--- config.mk ---
export PLATFORM = sky130hd
export DESIGN_NAME = motor_drive_reset_supervisor
export DESIGN_NICKNAME = d
export VERILOG_FILES = /design/src/design/mdrs_pkg.sv /design/src/design/motor_drive_reset_supervisor.sv
export SDC_FILE = /design/constraint.sdc
export NUM_CORES = 1
export LEC_CHECK = 0
export BUFFER_PORTS_ARGS = -buffer_cell sky130_fd_sc_hd__buf_2
export CORE_UTILIZATION = 50
export DETAILED_ROUTE_END_ITERATION = 8
export PLACE_DENSITY = 0.75
export SYNTH_ARGS = -nofsm -noshare
export SYNTH_HDL_FRONTEND = slang
export SYNTH_SLANG_ARGS = --single-unit
export TNS_END_PERCENT = 100
--- constraint.sdc ---
create_clock -name core_clk -period 2.4 [get_ports core_clk]
set_input_delay 0.36 -clock core_clk [delete_from_list [all_inputs] [get_ports core_clk]]
set_output_delay 0.36 -clock core_clk [all_outputs]
set_load 0.03 [all_outputs]
--- src/design/mdrs_pkg.sv ---
// shared constants and carrier types for the motor drive supervisor
`default_nettype none
package mdrs_pkg;
   // ************************************************
   // clock and timing
   // ************************************************
   localparam int CLK_MHZ = 100;               // core clock rate
   localparam int DIP_FILTER_US = 20;           // supply dip filter
   localparam logic [11:0] DIP_FILTER_CYC =
      12'(DIP_FILTER_US * CLK_MHZ);
   localparam int RELEASE_DELAY_MS = 30;        // reset release delay
   localparam int unsigned RELEASE_DELAY_DEF =
      RELEASE_DELAY_MS * 1000 * CLK_MHZ;
   localparam int GAP_NS = 200;                 // crossover gap
   localparam logic [7:0] GAP_CYC =
      8'((GAP_NS * CLK_MHZ + 999) / 1000);
   localparam int BLANK_NS = 1000;              // sense blanking
   localparam logic [7:0] BLANK_CYC =
      8'((BLANK_NS * CLK_MHZ + 999) / 1000);
   localparam int CHOP_OFF_NS = 20000;          // chopper off time
   localparam logic [11:0] CHOP_OFF_CYC =
      12'((CHOP_OFF_NS * CLK_MHZ + 999) / 1000);

   // ************************************************
   // register map
   // ************************************************
   localparam logic [7:0] ADDR_CTRL   = 8'h00;
   localparam logic [7:0] ADDR_DRIVE  = 8'h04;
   localparam logic [7:0] ADDR_STATUS = 8'h08;
   localparam int CTRL_AUX_ON = 0;              // aux regulator enable
   localparam logic [31:0] CTRL_RST  = 32'h0000_0001;
   localparam int DRV_STRIDE = 8;               // bits per driver
   localparam int PH_STRIDE  = 3;               // bits per phase
   localparam int PH_LO  = 0;                   // phase_level_sel_lo
   localparam int PH_HI  = 1;                   // phase_level_sel_hi
   localparam int PH_POL = 2;                   // phase_polarity
   localparam int DRV_DC_DIR = 6;               // dc_rotation_bit
   localparam logic [15:0] DRIVE_RST = 16'h1B1B; // all phases off
   localparam logic [1:0] RESP_OKAY   = 2'h0;
   localparam logic [1:0] RESP_SLVERR = 2'h2;

   // ************************************************
   // carrier types
   // ************************************************
   typedef struct packed {
      logic hs_a;                               // high side, half A
      logic ls_a;                               // low side, half A
      logic hs_b;                               // high side, half B
      logic ls_b;                               // low side, half B
   } gate_t;
   typedef struct packed {
      logic v1_above_rise;     // logic supply above rising threshold
      logic v1_below_fall;     // logic supply below falling threshold
      logic vb_ok;             // motor supply above its threshold
      logic vb_above_inhibit;  // motor supply at inhibit level or more
   } supply_t;
   localparam gate_t GATE_OFF   = 4'h0;
   localparam gate_t GATE_FWD   = 4'h9;         // hs_a and ls_b
   localparam gate_t GATE_REV   = 4'h6;         // ls_a and hs_b
   localparam gate_t GATE_BRAKE = 4'hA;         // both high sides
endpackage : mdrs_pkg
`default_nettype wire

--- src/design/motor_drive_reset_supervisor.sv ---
// reset supervisor and two dual H-bridge drivers with AXI4-Lite regs
// How it works
// - both select bits set: phase off, fast decay
// - zero level opens all switches, current returns
// - crossover gap keeps half switches never both on
// - sense ignored for blanking after any turn-on
// - overtemperature forces stepper outputs to zero current
// - overtemperature drives both DC outputs high
// - DC drive uses chop pin and rotation bit
// - outputs inhibited while reset active above inhibit
// - reset low: outputs off, regs reset, aux on
// - open-drain active-low reset, pin sampled back
// - release only after delay from logic supply good
// - delay done: motor supply good releases immediately
// - motor good mid-delay: wait for delay end
// - hysteresis: release needs rising threshold
// - long logic dip below falling threshold asserts
// - motor supply low always asserts reset
// - short dip ignored, long dip gives full delay
// - each qualified dip restarts release delay
// - select code sets level, polarity sets sign
// - DC bridge follows chop and rotation table
// - aux regulator off disables both drivers
//
// Decided for this implementation: the address map and the AXI4-Lite register port.
`default_nettype none

// ************************************************
// one half bridge with crossover gap
// ************************************************
module half_gap
   import mdrs_pkg::*;
(
   input  wire logic core_clk,
   input  wire logic rst_b,
   input  wire logic want_hi,
   input  wire logic want_lo,
   output logic      hi,
   output logic      lo
);
   logic [7:0] gap_cnt;                  // remaining gap cycles
   wire logic  want_l = want_lo & ~want_hi; // high side wins a clash
   wire logic  change = {want_hi, want_l} != {hi, lo};

   // switches open at once, close only after the gap
   always_ff @(posedge core_clk) begin
      if (!rst_b) begin
         hi      <= 1'b0;
         lo      <= 1'b0;
         gap_cnt <= 8'h00;
      end else if (change && (hi || lo)) begin
         hi      <= 1'b0;
         lo      <= 1'b0;
         gap_cnt <= GAP_CYC;
      end else if (gap_cnt != 8'h00) begin
         gap_cnt <= gap_cnt - 8'h01;
      end else if (change) begin
         hi <= want_hi;
         lo <= want_l;
      end
   end
endmodule : half_gap

// ************************************************
// top level
// ************************************************
module motor_drive_reset_supervisor
   import mdrs_pkg::*;
#(
   parameter int unsigned RELEASE_DELAY_CYC = RELEASE_DELAY_DEF
)(
   input  wire logic        core_clk,
   input  wire logic        rst_b,
   input  wire logic [7:0]  s_axi_awaddr,
   input  wire logic        s_axi_awvalid,
   output logic             s_axi_awready,
   input  wire logic [31:0] s_axi_wdata,
   input  wire logic [3:0]  s_axi_wstrb,
   input  wire logic        s_axi_wvalid,
   output logic             s_axi_wready,
   output logic [1:0]       s_axi_bresp,
   output logic             s_axi_bvalid,
   input  wire logic        s_axi_bready,
   input  wire logic [7:0]  s_axi_araddr,
   input  wire logic        s_axi_arvalid,
   output logic             s_axi_arready,
   output logic [31:0]      s_axi_rdata,
   output logic [1:0]       s_axi_rresp,
   output logic             s_axi_rvalid,
   input  wire logic        s_axi_rready,
   input  wire supply_t     supply,
   input  wire logic [1:0]  overtemp,
   input  wire logic        reset_pin_in,
   output logic             reset_pin_out,
   output logic             reset_pin_oe,
   input  wire logic [1:0]  driver_type_select,
   input  wire logic [1:0]  dc_chop_input,
   input  wire logic [3:0]  sense_trip,
   output gate_t [3:0]      bridge_gate,
   output logic [7:0]       current_ref,
   output logic             aux_regulator_on
);
   // ************************************************
   // input synchronisers
   // ************************************************
   logic [14:0] sync_a;                 // first stage, read by b only
   logic [14:0] sync_b;                 // second stage, safe to use
   wire  logic [14:0] async_in = {sense_trip, dc_chop_input,
      driver_type_select, reset_pin_in, overtemp, supply};

   // two flops on every pin input
   always_ff @(posedge core_clk) begin
      if (!rst_b) begin
         sync_a <= 15'h0000;
         sync_b <= 15'h0000;
      end else begin
         sync_a <= async_in;
         sync_b <= sync_a;
      end
   end

   wire supply_t    sup_s   = sync_b[3:0];
   wire logic [1:0] ot_s    = sync_b[5:4];
   wire logic       pin_s   = sync_b[6];
   wire logic [1:0] type_s  = sync_b[8:7];
   wire logic [1:0] chop_s  = sync_b[10:9];
   wire logic [3:0] sense_s = sync_b[14:11];

   // ************************************************
   // reset supervisor
   // ************************************************
   logic [11:0] dip_cnt;                // cycles below falling level
   logic        v1_good;                // logic supply qualified
   logic [31:0] delay_cnt;              // release delay timer

   // a dip counts only once it outlasts the filter
   wire logic dip_hit = sup_s.v1_below_fall &&
      (dip_cnt == DIP_FILTER_CYC - 12'h001);
   wire logic delay_done = (delay_cnt == RELEASE_DELAY_CYC);
   // any low cause holds the pin down
   wire logic next_reset_oe = !v1_good || !delay_done ||
      !sup_s.vb_ok;
   // pin read back covers external pull-downs
   wire logic reset_line_low = !pin_s || reset_pin_oe;
   // drive stopped during reset or with aux regulator off
   wire logic inhibit = reset_line_low ||
      !aux_regulator_on;

   assign reset_pin_out = 1'b0;          // open drain: only pulls low

   // dip filter counter, saturates at its terminal count
   always_ff @(posedge core_clk) begin
      if (!rst_b) begin
         dip_cnt <= 12'h000;
      end else if (!sup_s.v1_below_fall) begin
         dip_cnt <= 12'h000;
      end else if (!dip_hit) begin
         dip_cnt <= dip_cnt + 12'h001;
      end
   end

   // hysteresis: a qualified dip clears, rising level sets
   always_ff @(posedge core_clk) begin
      if (!rst_b) begin
         v1_good <= 1'b0;
      end else if (dip_hit) begin
         v1_good <= 1'b0;
      end else if (sup_s.v1_above_rise) begin
         v1_good <= 1'b1;
      end
   end

   // delay restarts on every qualified dip (one-shot retrigger)
   always_ff @(posedge core_clk) begin
      if (!rst_b) begin
         delay_cnt <= 32'h0000_0000;
      end else if (!v1_good || dip_hit) begin
         delay_cnt <= 32'h0000_0000;
      end else if (!delay_done) begin
         delay_cnt <= delay_cnt + 32'h0000_0001;
      end
   end

   // pin enable registered; reset of the core also pulls low
   always_ff @(posedge core_clk) begin
      if (!rst_b) begin
         reset_pin_oe <= 1'b1;
      end else begin
         reset_pin_oe <= next_reset_oe;
      end
   end

   // ************************************************
   // register bus
   // ************************************************
   logic [15:0] drive_reg;              // phase and rotation fields
   wire  logic  aw_take = s_axi_awvalid && s_axi_wvalid && !s_axi_bvalid;
   wire  logic  ar_take = s_axi_arvalid && !s_axi_rvalid;
   wire  logic  wr_ctrl  = aw_take && (s_axi_awaddr == ADDR_CTRL);
   wire  logic  wr_drive = aw_take && (s_axi_awaddr == ADDR_DRIVE);
   wire  logic  wr_hit = (s_axi_awaddr == ADDR_CTRL) ||
      (s_axi_awaddr == ADDR_DRIVE) || (s_axi_awaddr == ADDR_STATUS);
   wire  logic  rd_hit = (s_axi_araddr == ADDR_CTRL) ||
      (s_axi_araddr == ADDR_DRIVE) || (s_axi_araddr == ADDR_STATUS);
   wire  logic [31:0] status_word = {21'h000000, sup_s, type_s, ot_s,
      delay_done, v1_good, reset_line_low};
   wire  logic [31:0] rd_word =
      (s_axi_araddr == ADDR_CTRL)   ? {31'h00000000, aux_regulator_on} :
      (s_axi_araddr == ADDR_DRIVE)  ? {16'h0000, drive_reg} :
      (s_axi_araddr == ADDR_STATUS) ? status_word : 32'h0000_0000;

   // address and data taken together, one write at a time
   assign s_axi_awready = aw_take;
   assign s_axi_wready  = aw_take;
   assign s_axi_arready = ar_take;

   // writable fields go back to reset values while reset is low
   always_ff @(posedge core_clk) begin
      if (!rst_b || reset_line_low) begin
         aux_regulator_on <= CTRL_RST[CTRL_AUX_ON];
         drive_reg        <= DRIVE_RST;
      end else begin
         if (wr_ctrl && s_axi_wstrb[0]) begin
            aux_regulator_on <= s_axi_wdata[CTRL_AUX_ON];
         end
         if (wr_drive && s_axi_wstrb[0]) begin
            drive_reg[7:0] <= s_axi_wdata[7:0];
         end
         if (wr_drive && s_axi_wstrb[1]) begin
            drive_reg[15:8] <= s_axi_wdata[15:8];
         end
      end
   end

   // write response one cycle after the take
   always_ff @(posedge core_clk) begin
      if (!rst_b) begin
         s_axi_bvalid <= 1'b0;
         s_axi_bresp  <= RESP_OKAY;
      end else if (aw_take) begin
         s_axi_bvalid <= 1'b1;
         s_axi_bresp  <= wr_hit ? RESP_OKAY : RESP_SLVERR;
      end else if (s_axi_bready) begin
         s_axi_bvalid <= 1'b0;
      end
   end

   // read data one cycle after the take
   always_ff @(posedge core_clk) begin
      if (!rst_b) begin
         s_axi_rvalid <= 1'b0;
         s_axi_rdata  <= 32'h0000_0000;
         s_axi_rresp  <= RESP_OKAY;
      end else if (ar_take) begin
         s_axi_rvalid <= 1'b1;
         s_axi_rdata  <= rd_word;
         s_axi_rresp  <= rd_hit ? RESP_OKAY : RESP_SLVERR;
      end else if (s_axi_rready) begin
         s_axi_rvalid <= 1'b0;
      end
   end

   // ************************************************
   // bridges: 0,1 on driver 0; 2,3 on driver 1
   // ************************************************
   for (genvar b = 0; b < 4; b++) begin : g_br
      localparam int D = b / 2;          // driver index
      localparam int F = D * DRV_STRIDE + (b % 2) * PH_STRIDE;
      wire logic sel_lo = drive_reg[F + PH_LO];
      wire logic sel_hi = drive_reg[F + PH_HI];
      wire logic pol    = drive_reg[F + PH_POL];
      wire logic dc_dir = drive_reg[D * DRV_STRIDE + DRV_DC_DIR];
      wire logic step   = type_s[D];
      wire logic hot    = ot_s[D];
      wire logic lvl_off = sel_lo && sel_hi;
      logic [11:0] off_cnt;              // chopper off time left
      logic [7:0]  blank_cnt;            // blanking time left
      gate_t       gate_d;               // gates one cycle ago
      logic        g_hs_a;
      logic        g_ls_a;
      logic        g_hs_b;
      logic        g_ls_b;
      wire  gate_t gate = {g_hs_a, g_ls_a, g_hs_b, g_ls_b};
      wire  logic  chopping = (off_cnt != 12'h000);
      // open everything for zero level: diodes dump to supply
      wire gate_t step_want = (inhibit || hot || lvl_off || chopping)
         ? GATE_OFF
         : (pol ? GATE_REV : GATE_FWD);
      // dc: inhibit opens all; overtemperature or chop pin low brakes; else rotation bit
      wire gate_t dc_want = inhibit ? GATE_OFF :
         (hot || !chop_s[D]) ? GATE_BRAKE :
         (dc_dir ? GATE_FWD : GATE_REV);
      wire gate_t want = step ? step_want : dc_want;
      wire logic turn_on = |(gate & ~gate_d);
      // sense only counts once blanking has run out; the closing
      // cycle itself is blanked too, before the counter has loaded
      wire logic trip_hit = step && sense_s[b] && (want != GATE_OFF)
         && (blank_cnt == 8'h00) && !turn_on;

      half_gap u_half_a (
         .core_clk (core_clk),
         .rst_b    (rst_b),
         .want_hi  (want.hs_a),
         .want_lo  (want.ls_a),
         .hi       (g_hs_a),
         .lo       (g_ls_a)
      );
      half_gap u_half_b (
         .core_clk (core_clk),
         .rst_b    (rst_b),
         .want_hi  (want.hs_b),
         .want_lo  (want.ls_b),
         .hi       (g_hs_b),
         .lo       (g_ls_b)
      );
      assign bridge_gate[b] = gate;

      // blanking reloads on every switch closure
      always_ff @(posedge core_clk) begin
         if (!rst_b) begin
            blank_cnt <= 8'h00;
            gate_d    <= GATE_OFF;
         end else begin
            gate_d <= gate;
            if (turn_on) begin
               blank_cnt <= BLANK_CYC;
            end else if (blank_cnt != 8'h00) begin
               blank_cnt <= blank_cnt - 8'h01;
            end
         end
      end

      // fixed off time after a trip; simple but ripple varies
      always_ff @(posedge core_clk) begin
         if (!rst_b) begin
            off_cnt <= 12'h000;
         end else if (trip_hit) begin
            off_cnt <= CHOP_OFF_CYC;
         end else if (chopping) begin
            off_cnt <= off_cnt - 12'h001;
         end
      end

      // level code: 00 full, 01 two thirds, 10 one third
      always_ff @(posedge core_clk) begin
         if (!rst_b) begin
            current_ref[2*b +: 2] <= 2'h0;
         end else if (step && !inhibit && !hot) begin
            current_ref[2*b +: 2] <= ~{sel_hi, sel_lo};
         end else begin
            current_ref[2*b +: 2] <= 2'h0;
         end
      end

   end
endmodule : motor_drive_reset_supervisor
`default_nettype wire

### Word-level counts from Yosys, hierarchy flattened

Index checks and enable logic that the tools add are counted.

| storage, ports and cells | value |
|---|---|
| bits in registers | 315 |
| input port bits | 74 |
| output and inout bits | 68 |
| word-level logic and storage cells | 375 |

| operators by class | value |
|---|---|
| $add $sub $neg | 18 |
| equal/unequal tests | 14 |
| mux-type cells | 59 |
| bitwise operators | 37 |
| reductions and logical operators | 165 |

Operators by type and width:

| cell | count |
|---|---|
| 11-bit 2-to-1 mux | 9 |
| 8-bit nonzero test | 12 |
| 8-bit by 1-bit subtractor with 8-bit output (second input constant) | 12 |
| 5-bit 2-to-1 mux | 16 |
| 4-bit 2-to-1 mux | 18 |
| 7-bit 2-to-1 mux | 8 |
| 8-bit zero test | 6 |
| 12-bit nonzero test | 4 |
| 12-bit by 1-bit subtractor with 12-bit output (second input constant) | 4 |
| 1-bit logical AND | 41 |
| 2-bit nonzero test | 18 |
| 32-bit by 1-bit adder with 32-bit output (second input constant) | 1 |
| 32-bit by 22-bit equality test with 1-bit output (second input constant) | 1 |
| 16-bit 2-to-1 mux | 2 |
| 1-bit logical OR | 30 |
| 2-bit OR reduction | 14 |
| 2-bit AND reduction | 11 |
| 5-bit OR reduction | 4 |
| 1-bit zero test | 17 |
| 1-bit NOT | 17 |
| 4-bit bitwise AND | 4 |
| 8-bit by 3-bit equality test with 1-bit output (second input constant) | 2 |
| 8-bit by 4-bit equality test with 1-bit output (second input constant) | 2 |
| 2-bit inequality test | 8 |
| 9 further kinds | 32 |

### Logic depth before layout (Yosys ltp)

| depth | value |
|---|---|
| depth after elaboration | 13 |
| depth in mapped cells | 9 |
| gate-level depth less buffers | 7 |

### Modules after synthesis

Synthesis repeated with hierarchy kept, for this count alone.

| second synthesis, totals | value |
|---|---|
| cell total of the unflattened synthesis | 1524 |
| area, all modules | 13569.3 µm² |

Modules (own cells, without submodules):

| module | instances | cells an instance | area each (µm²) | sequential area each (µm²) |
|---|---|---|---|---|
| motor_drive_reset_supervisor | 1 | 1116 | 9615.5 | 4344.2 |
| half_gap | 8 | 51 | 494.2 | 200.2 |

### Worst setup path before layout

OpenSTA, ideal clock, no wires.

| path | value |
|---|---|
| path kind | register to register |
| start | register g_br[2].u_half_a.gap_cnt[0] |
| end | register g_br[2].u_half_a.gap_cnt[2] |
| setup time | 122 ps |
| data arrival time | 1964 ps |
| required time | 2278 ps |
| slack | 314 ps |
| cell stages (with the launch flop) | 9 |
| buffers on the path | 1 |
| clock period less this slack | 2086 ps |
| cell sequence | dfxtp_1 -> inv_1 -> ha_1 -> or3b_2 -> clkbuf_1 -> nor3_4 -> nand2b_1 -> mux2i_1 -> a221o_1 |

| between the ends | value |
|---|---|
| cells in the longest elaborated chain, start to end | 3 |
| elaborated cells between the ends (all ways) | 5 |
| those cells by class | 1 x add/sub; 2 x mux; 2 x reduce/logical |

Ends and longest elaborated chain:

| element | line | RTL |
|---|---|---|
| start: declaration | motor_drive_reset_supervisor.sv:41 | `logic [7:0] gap_cnt;` |
| start signal: assignment | motor_drive_reset_supervisor.sv:56 | `gap_cnt <= gap_cnt - 8'h01;` |
| 8-bit by 1-bit subtractor with 8-bit output | motor_drive_reset_supervisor.sv:56 |  |
| 5-bit 2-to-1 mux | motor_drive_reset_supervisor.sv:55 | `end else if (gap_cnt != 8'h00) begin` |
| 5-bit 2-to-1 mux | motor_drive_reset_supervisor.sv:51 | `end else if (change && (hi \|\| lo)) begin` |

Parallel ways exist; a longest one is shown, timed or not. The select of a mux whose other input is x is not followed.
A chain may end at the register's enable or synchronous reset.

### Final worst setup path

| path | value |
|---|---|
| start | register g_br[1].off_cnt[4] |
| end | register g_br[1].off_cnt[5] |

| between the ends | value |
|---|---|
| cells in the longest elaborated chain, start to end | 9 |
| elaborated cells between the ends (all ways) | 10 |
| those cells by class | 1 x add/sub; 2 x mux; 7 x reduce/logical |

Ends and longest elaborated chain:

| element | line | RTL |
|---|---|---|
| start: declaration | motor_drive_reset_supervisor.sv:276 | `logic [11:0] off_cnt;` |
| start signal: assignment | motor_drive_reset_supervisor.sv:340 | `off_cnt <= off_cnt - 12'h001;` |
| 12-bit nonzero test | motor_drive_reset_supervisor.sv:284 | `wire logic chopping = (off_cnt != 12'h000);` |
| 1-bit logical OR | motor_drive_reset_supervisor.sv:286 | `wire gate_t step_want = (inhibit \|\| hot \|\| lvl_off \|\| chopping)` |
| 4-bit 2-to-1 mux | motor_drive_reset_supervisor.sv:287 | `? GATE_OFF` |
| 4-bit 2-to-1 mux | motor_drive_reset_supervisor.sv:293 | `wire gate_t want = step ? step_want : dc_want;` |
| 4-bit nonzero test | motor_drive_reset_supervisor.sv:297 | `wire logic trip_hit = step && sense_s[b] && (want != GATE_OFF)` |
| 1-bit logical AND | motor_drive_reset_supervisor.sv:297 |  |
| 1-bit logical AND (2 in series) | motor_drive_reset_supervisor.sv:298 | `&& (blank_cnt == 8'h00) && !turn_on;` |
| 2-bit OR reduction (no source line) | n/a |  |

Parallel ways exist; a longest one is shown, timed or not.

==> reports/metrics.cfg <==
[yosys]
synth-adder-area-share=0.0214
synth_cells=1511
synth_compound_area_frac=0.113
syn-cell-area_um2=13500
yosysSeqAreaShare=0.441
synth_area_per_cell_um2=8.91
ys.flop_type=dfxtp_1
ys_types=90
synth_xor_area_frac=0.0689
synth_top_family_by_area=simple AND/OR/NAND/NOR gates
synth-simple-area-share=0.270
synth-async-reset-ratio=0
synth_mux_area_frac=0.0354
synth_seq_cells=297
ys_warn_count=0
synth-edff-count=0

[detailed_routing]
drt_iter0_drc=692
routedWlPerCell_um=15.4
wl_met3_um=1800
vias=11000
route.detailed.drc=12
firstDrtPassIters=7
vias_per_cell=5.54
routed_wl_um=30500
top_layer=met5
wl_met2_um=14200
postRouteAntennaNets=0
wl_met1_um=13800

[pwr]
switching_share=0.339
ir_drop_uv=526
intPower_mw=11.7
clkPwrFrac=0.285
netSwitchingPower_mw=5.98
pwr-share-comb=0.337
leakagePower_nw=6.30
power_frac_seq=0.379
powerDensity_nw_per_um2=1140
power.total_mw=17.6

[final_layout]
layout_common_cells=dfxtp_1 (297), nor2_1 (180), buf_2 (104)
fin_util=0.592
largest_reg_flops=48
final_common_cell=dfxtp_1
fin_cells=1983
regMostFlops=g_br.off_cnt
synthToLayoutAreaGrowth_pct=15.1
layout-drive-gt1-share=0.151
nNetsFinal=1723
fin_area_um2=15500

[critical_path]
crit_type=flip-flop to flip-flop
slowest_stage=or4_4
start_kind=flip-flop
path_max_fanout=6
crit_path_start=g_br[1].off_cnt[4]
crit_required_ns=2.85
critical_path_arrival_ns=2.64
critPathMaxStageDelay_ns=0.55
crit_path_end_kind=flip-flop
crit_path_cell_trace=or4_4, or2_0, nor3_4, a31o_2, nor2_1
timing.rr.start=g_br[1].off_cnt[4]

[sta]
finalSetupTns_ns=0
setup_viol=0
relSlewSlack=0.295
rsz0062_at_grt=no
worst_pin_slew_ns=1.05
slew_viol_final=0
fmax_mhz=456
period_needed_ns=2.19
skew_ns=0.0265
hold_ws_ns=0.0226
layout_worst_path_cycle_share=0.913
worst_slack_ns=0.209
finalHoldViolCount=0

[clock_network]
path_clk_slew_ns=0.06
clock-root-buffer=clkbuf_16
cts_setup_buffers=0
h-tree-depth=1
cts_made_buffers=31
cts.path.max_buffers=3
clk_latency_ns=0.56
cts_tree=built
cts_sinks=297

[worst_hold_path]
hp-class=input port to flip-flop
min_from=sense_trip[3]

[floorplanning]
die_w_um=166
start_util=0.514
ios=142
coreArea_um2=26200
rows=59
die_area_um2=27600
die_h_um=166

[place]
place_area_um2=14300
numPortBuffers=104
dp.final_hpwl_um=21600
gp_congestion=0.837
dp_slack_ns=0.0417
dpl.cell_count=1923

[grt]
grt_pass1_vias=10400
antenna_found_initial=2
track_usage=0.218
grt_overflow=0
grt_pass1_wl_um=50300
grt_max_degree=72

[status]
status=complete, but fails checks
violations=DRC

[job]
drv_cap=0

-- power groups by stage --
stage / logic [mW] / clock network, mW / registers, mW
after floorplan: 4.88 / 0 / 6.54
after global placement: 5.60 / 0 / 6.69
after detailed placement: 5.81 / 0 / 6.73
after CTS: 5.90 / 5.10 / 6.65
after global routing: 6.72 / 5.32 / 6.80
final: 5.94 / 5.02 / 6.68
-- layer usage --
layer,up-vias,global-route usage
met5,-,0
met4,2,0.0658
met3,49,0.0379
met2,247,0.369
met1,5177,0.283
li1,5514,-
-- critical path: cells and delay by family (launching register included) --
| kind | cells | cell delay (ns) |
|---|---|---|
| AOI/OAI and AO/OA | 1 | 0.31 |
| DFF | 1 | 0.36 |
| and+or+nand+nor | 4 | 1.41 |
-- worst paths after layout --
kind | to | slack (ns) | depth (start not counted)
worst min register to register | reset_pin_oe | 0.43 | 1
worst min-delay path | sync_a[14] | 0.02 | 2
worst max register to register | g_br[1].off_cnt[5] | 0.21 | 5
worst max-delay path | g_br[1].off_cnt[5] | 0.21 | 5
-- synthesized netlist by cell type (12+ instances only) --
master,number,area (um^2)
o21ai_0,36,180
xor2_1,46,403
or3_1,13,81.3
and2_1,47,294
dfxtp_1,297,5950
buf_4,36,270
mux2i_1,42,420
nor4_1,13,81.3
nand2b_1,16,100
and3_1,24,150
a21oi_1,76,380
nand4_1,21,131
nor2b_1,22,138
xnor2_1,60,526
nor2_1,180,676
inv_1,54,203
clkbuf_1,33,124
a211oi_1,18,135
nand3_1,62,310
nor3b_1,12,90.1
ha_1,23,288
nand2_1,87,327
nor3_1,91,455
-- what timing repair did --
item                                    CTS  global route
endpoints found under the setup margin    0            13
endpoints found under the hold margin     5             0
resized for setup                         0             5
hold buffers                              5             0
-- cell type report --
cell class / count / area [um^2]
Antenna cell: 1 / 2.50
Inverter: 56 / 210
Tap cell: 335 / 419
Timing Repair Buffer: 147 / 893
Clock inverter: 14 / 200
Fill cell: 2193 / 10700
Multi-Input combinational cell: 1093 / 6950
Clock buffer: 40 / 880
Sequential cell: 297 / 5950
-- cell families (layout without fill, tap and decap cells) --
group,after synthesis,count (layout)
flops,297,297
other cells,1,20
simple gates,672,672
compound gates,226,226
buf+inv,139,257
fa+ha+maj,23,23
xor+xnor,106,106
mux,47,47
(Power assumes the default switching activity.)
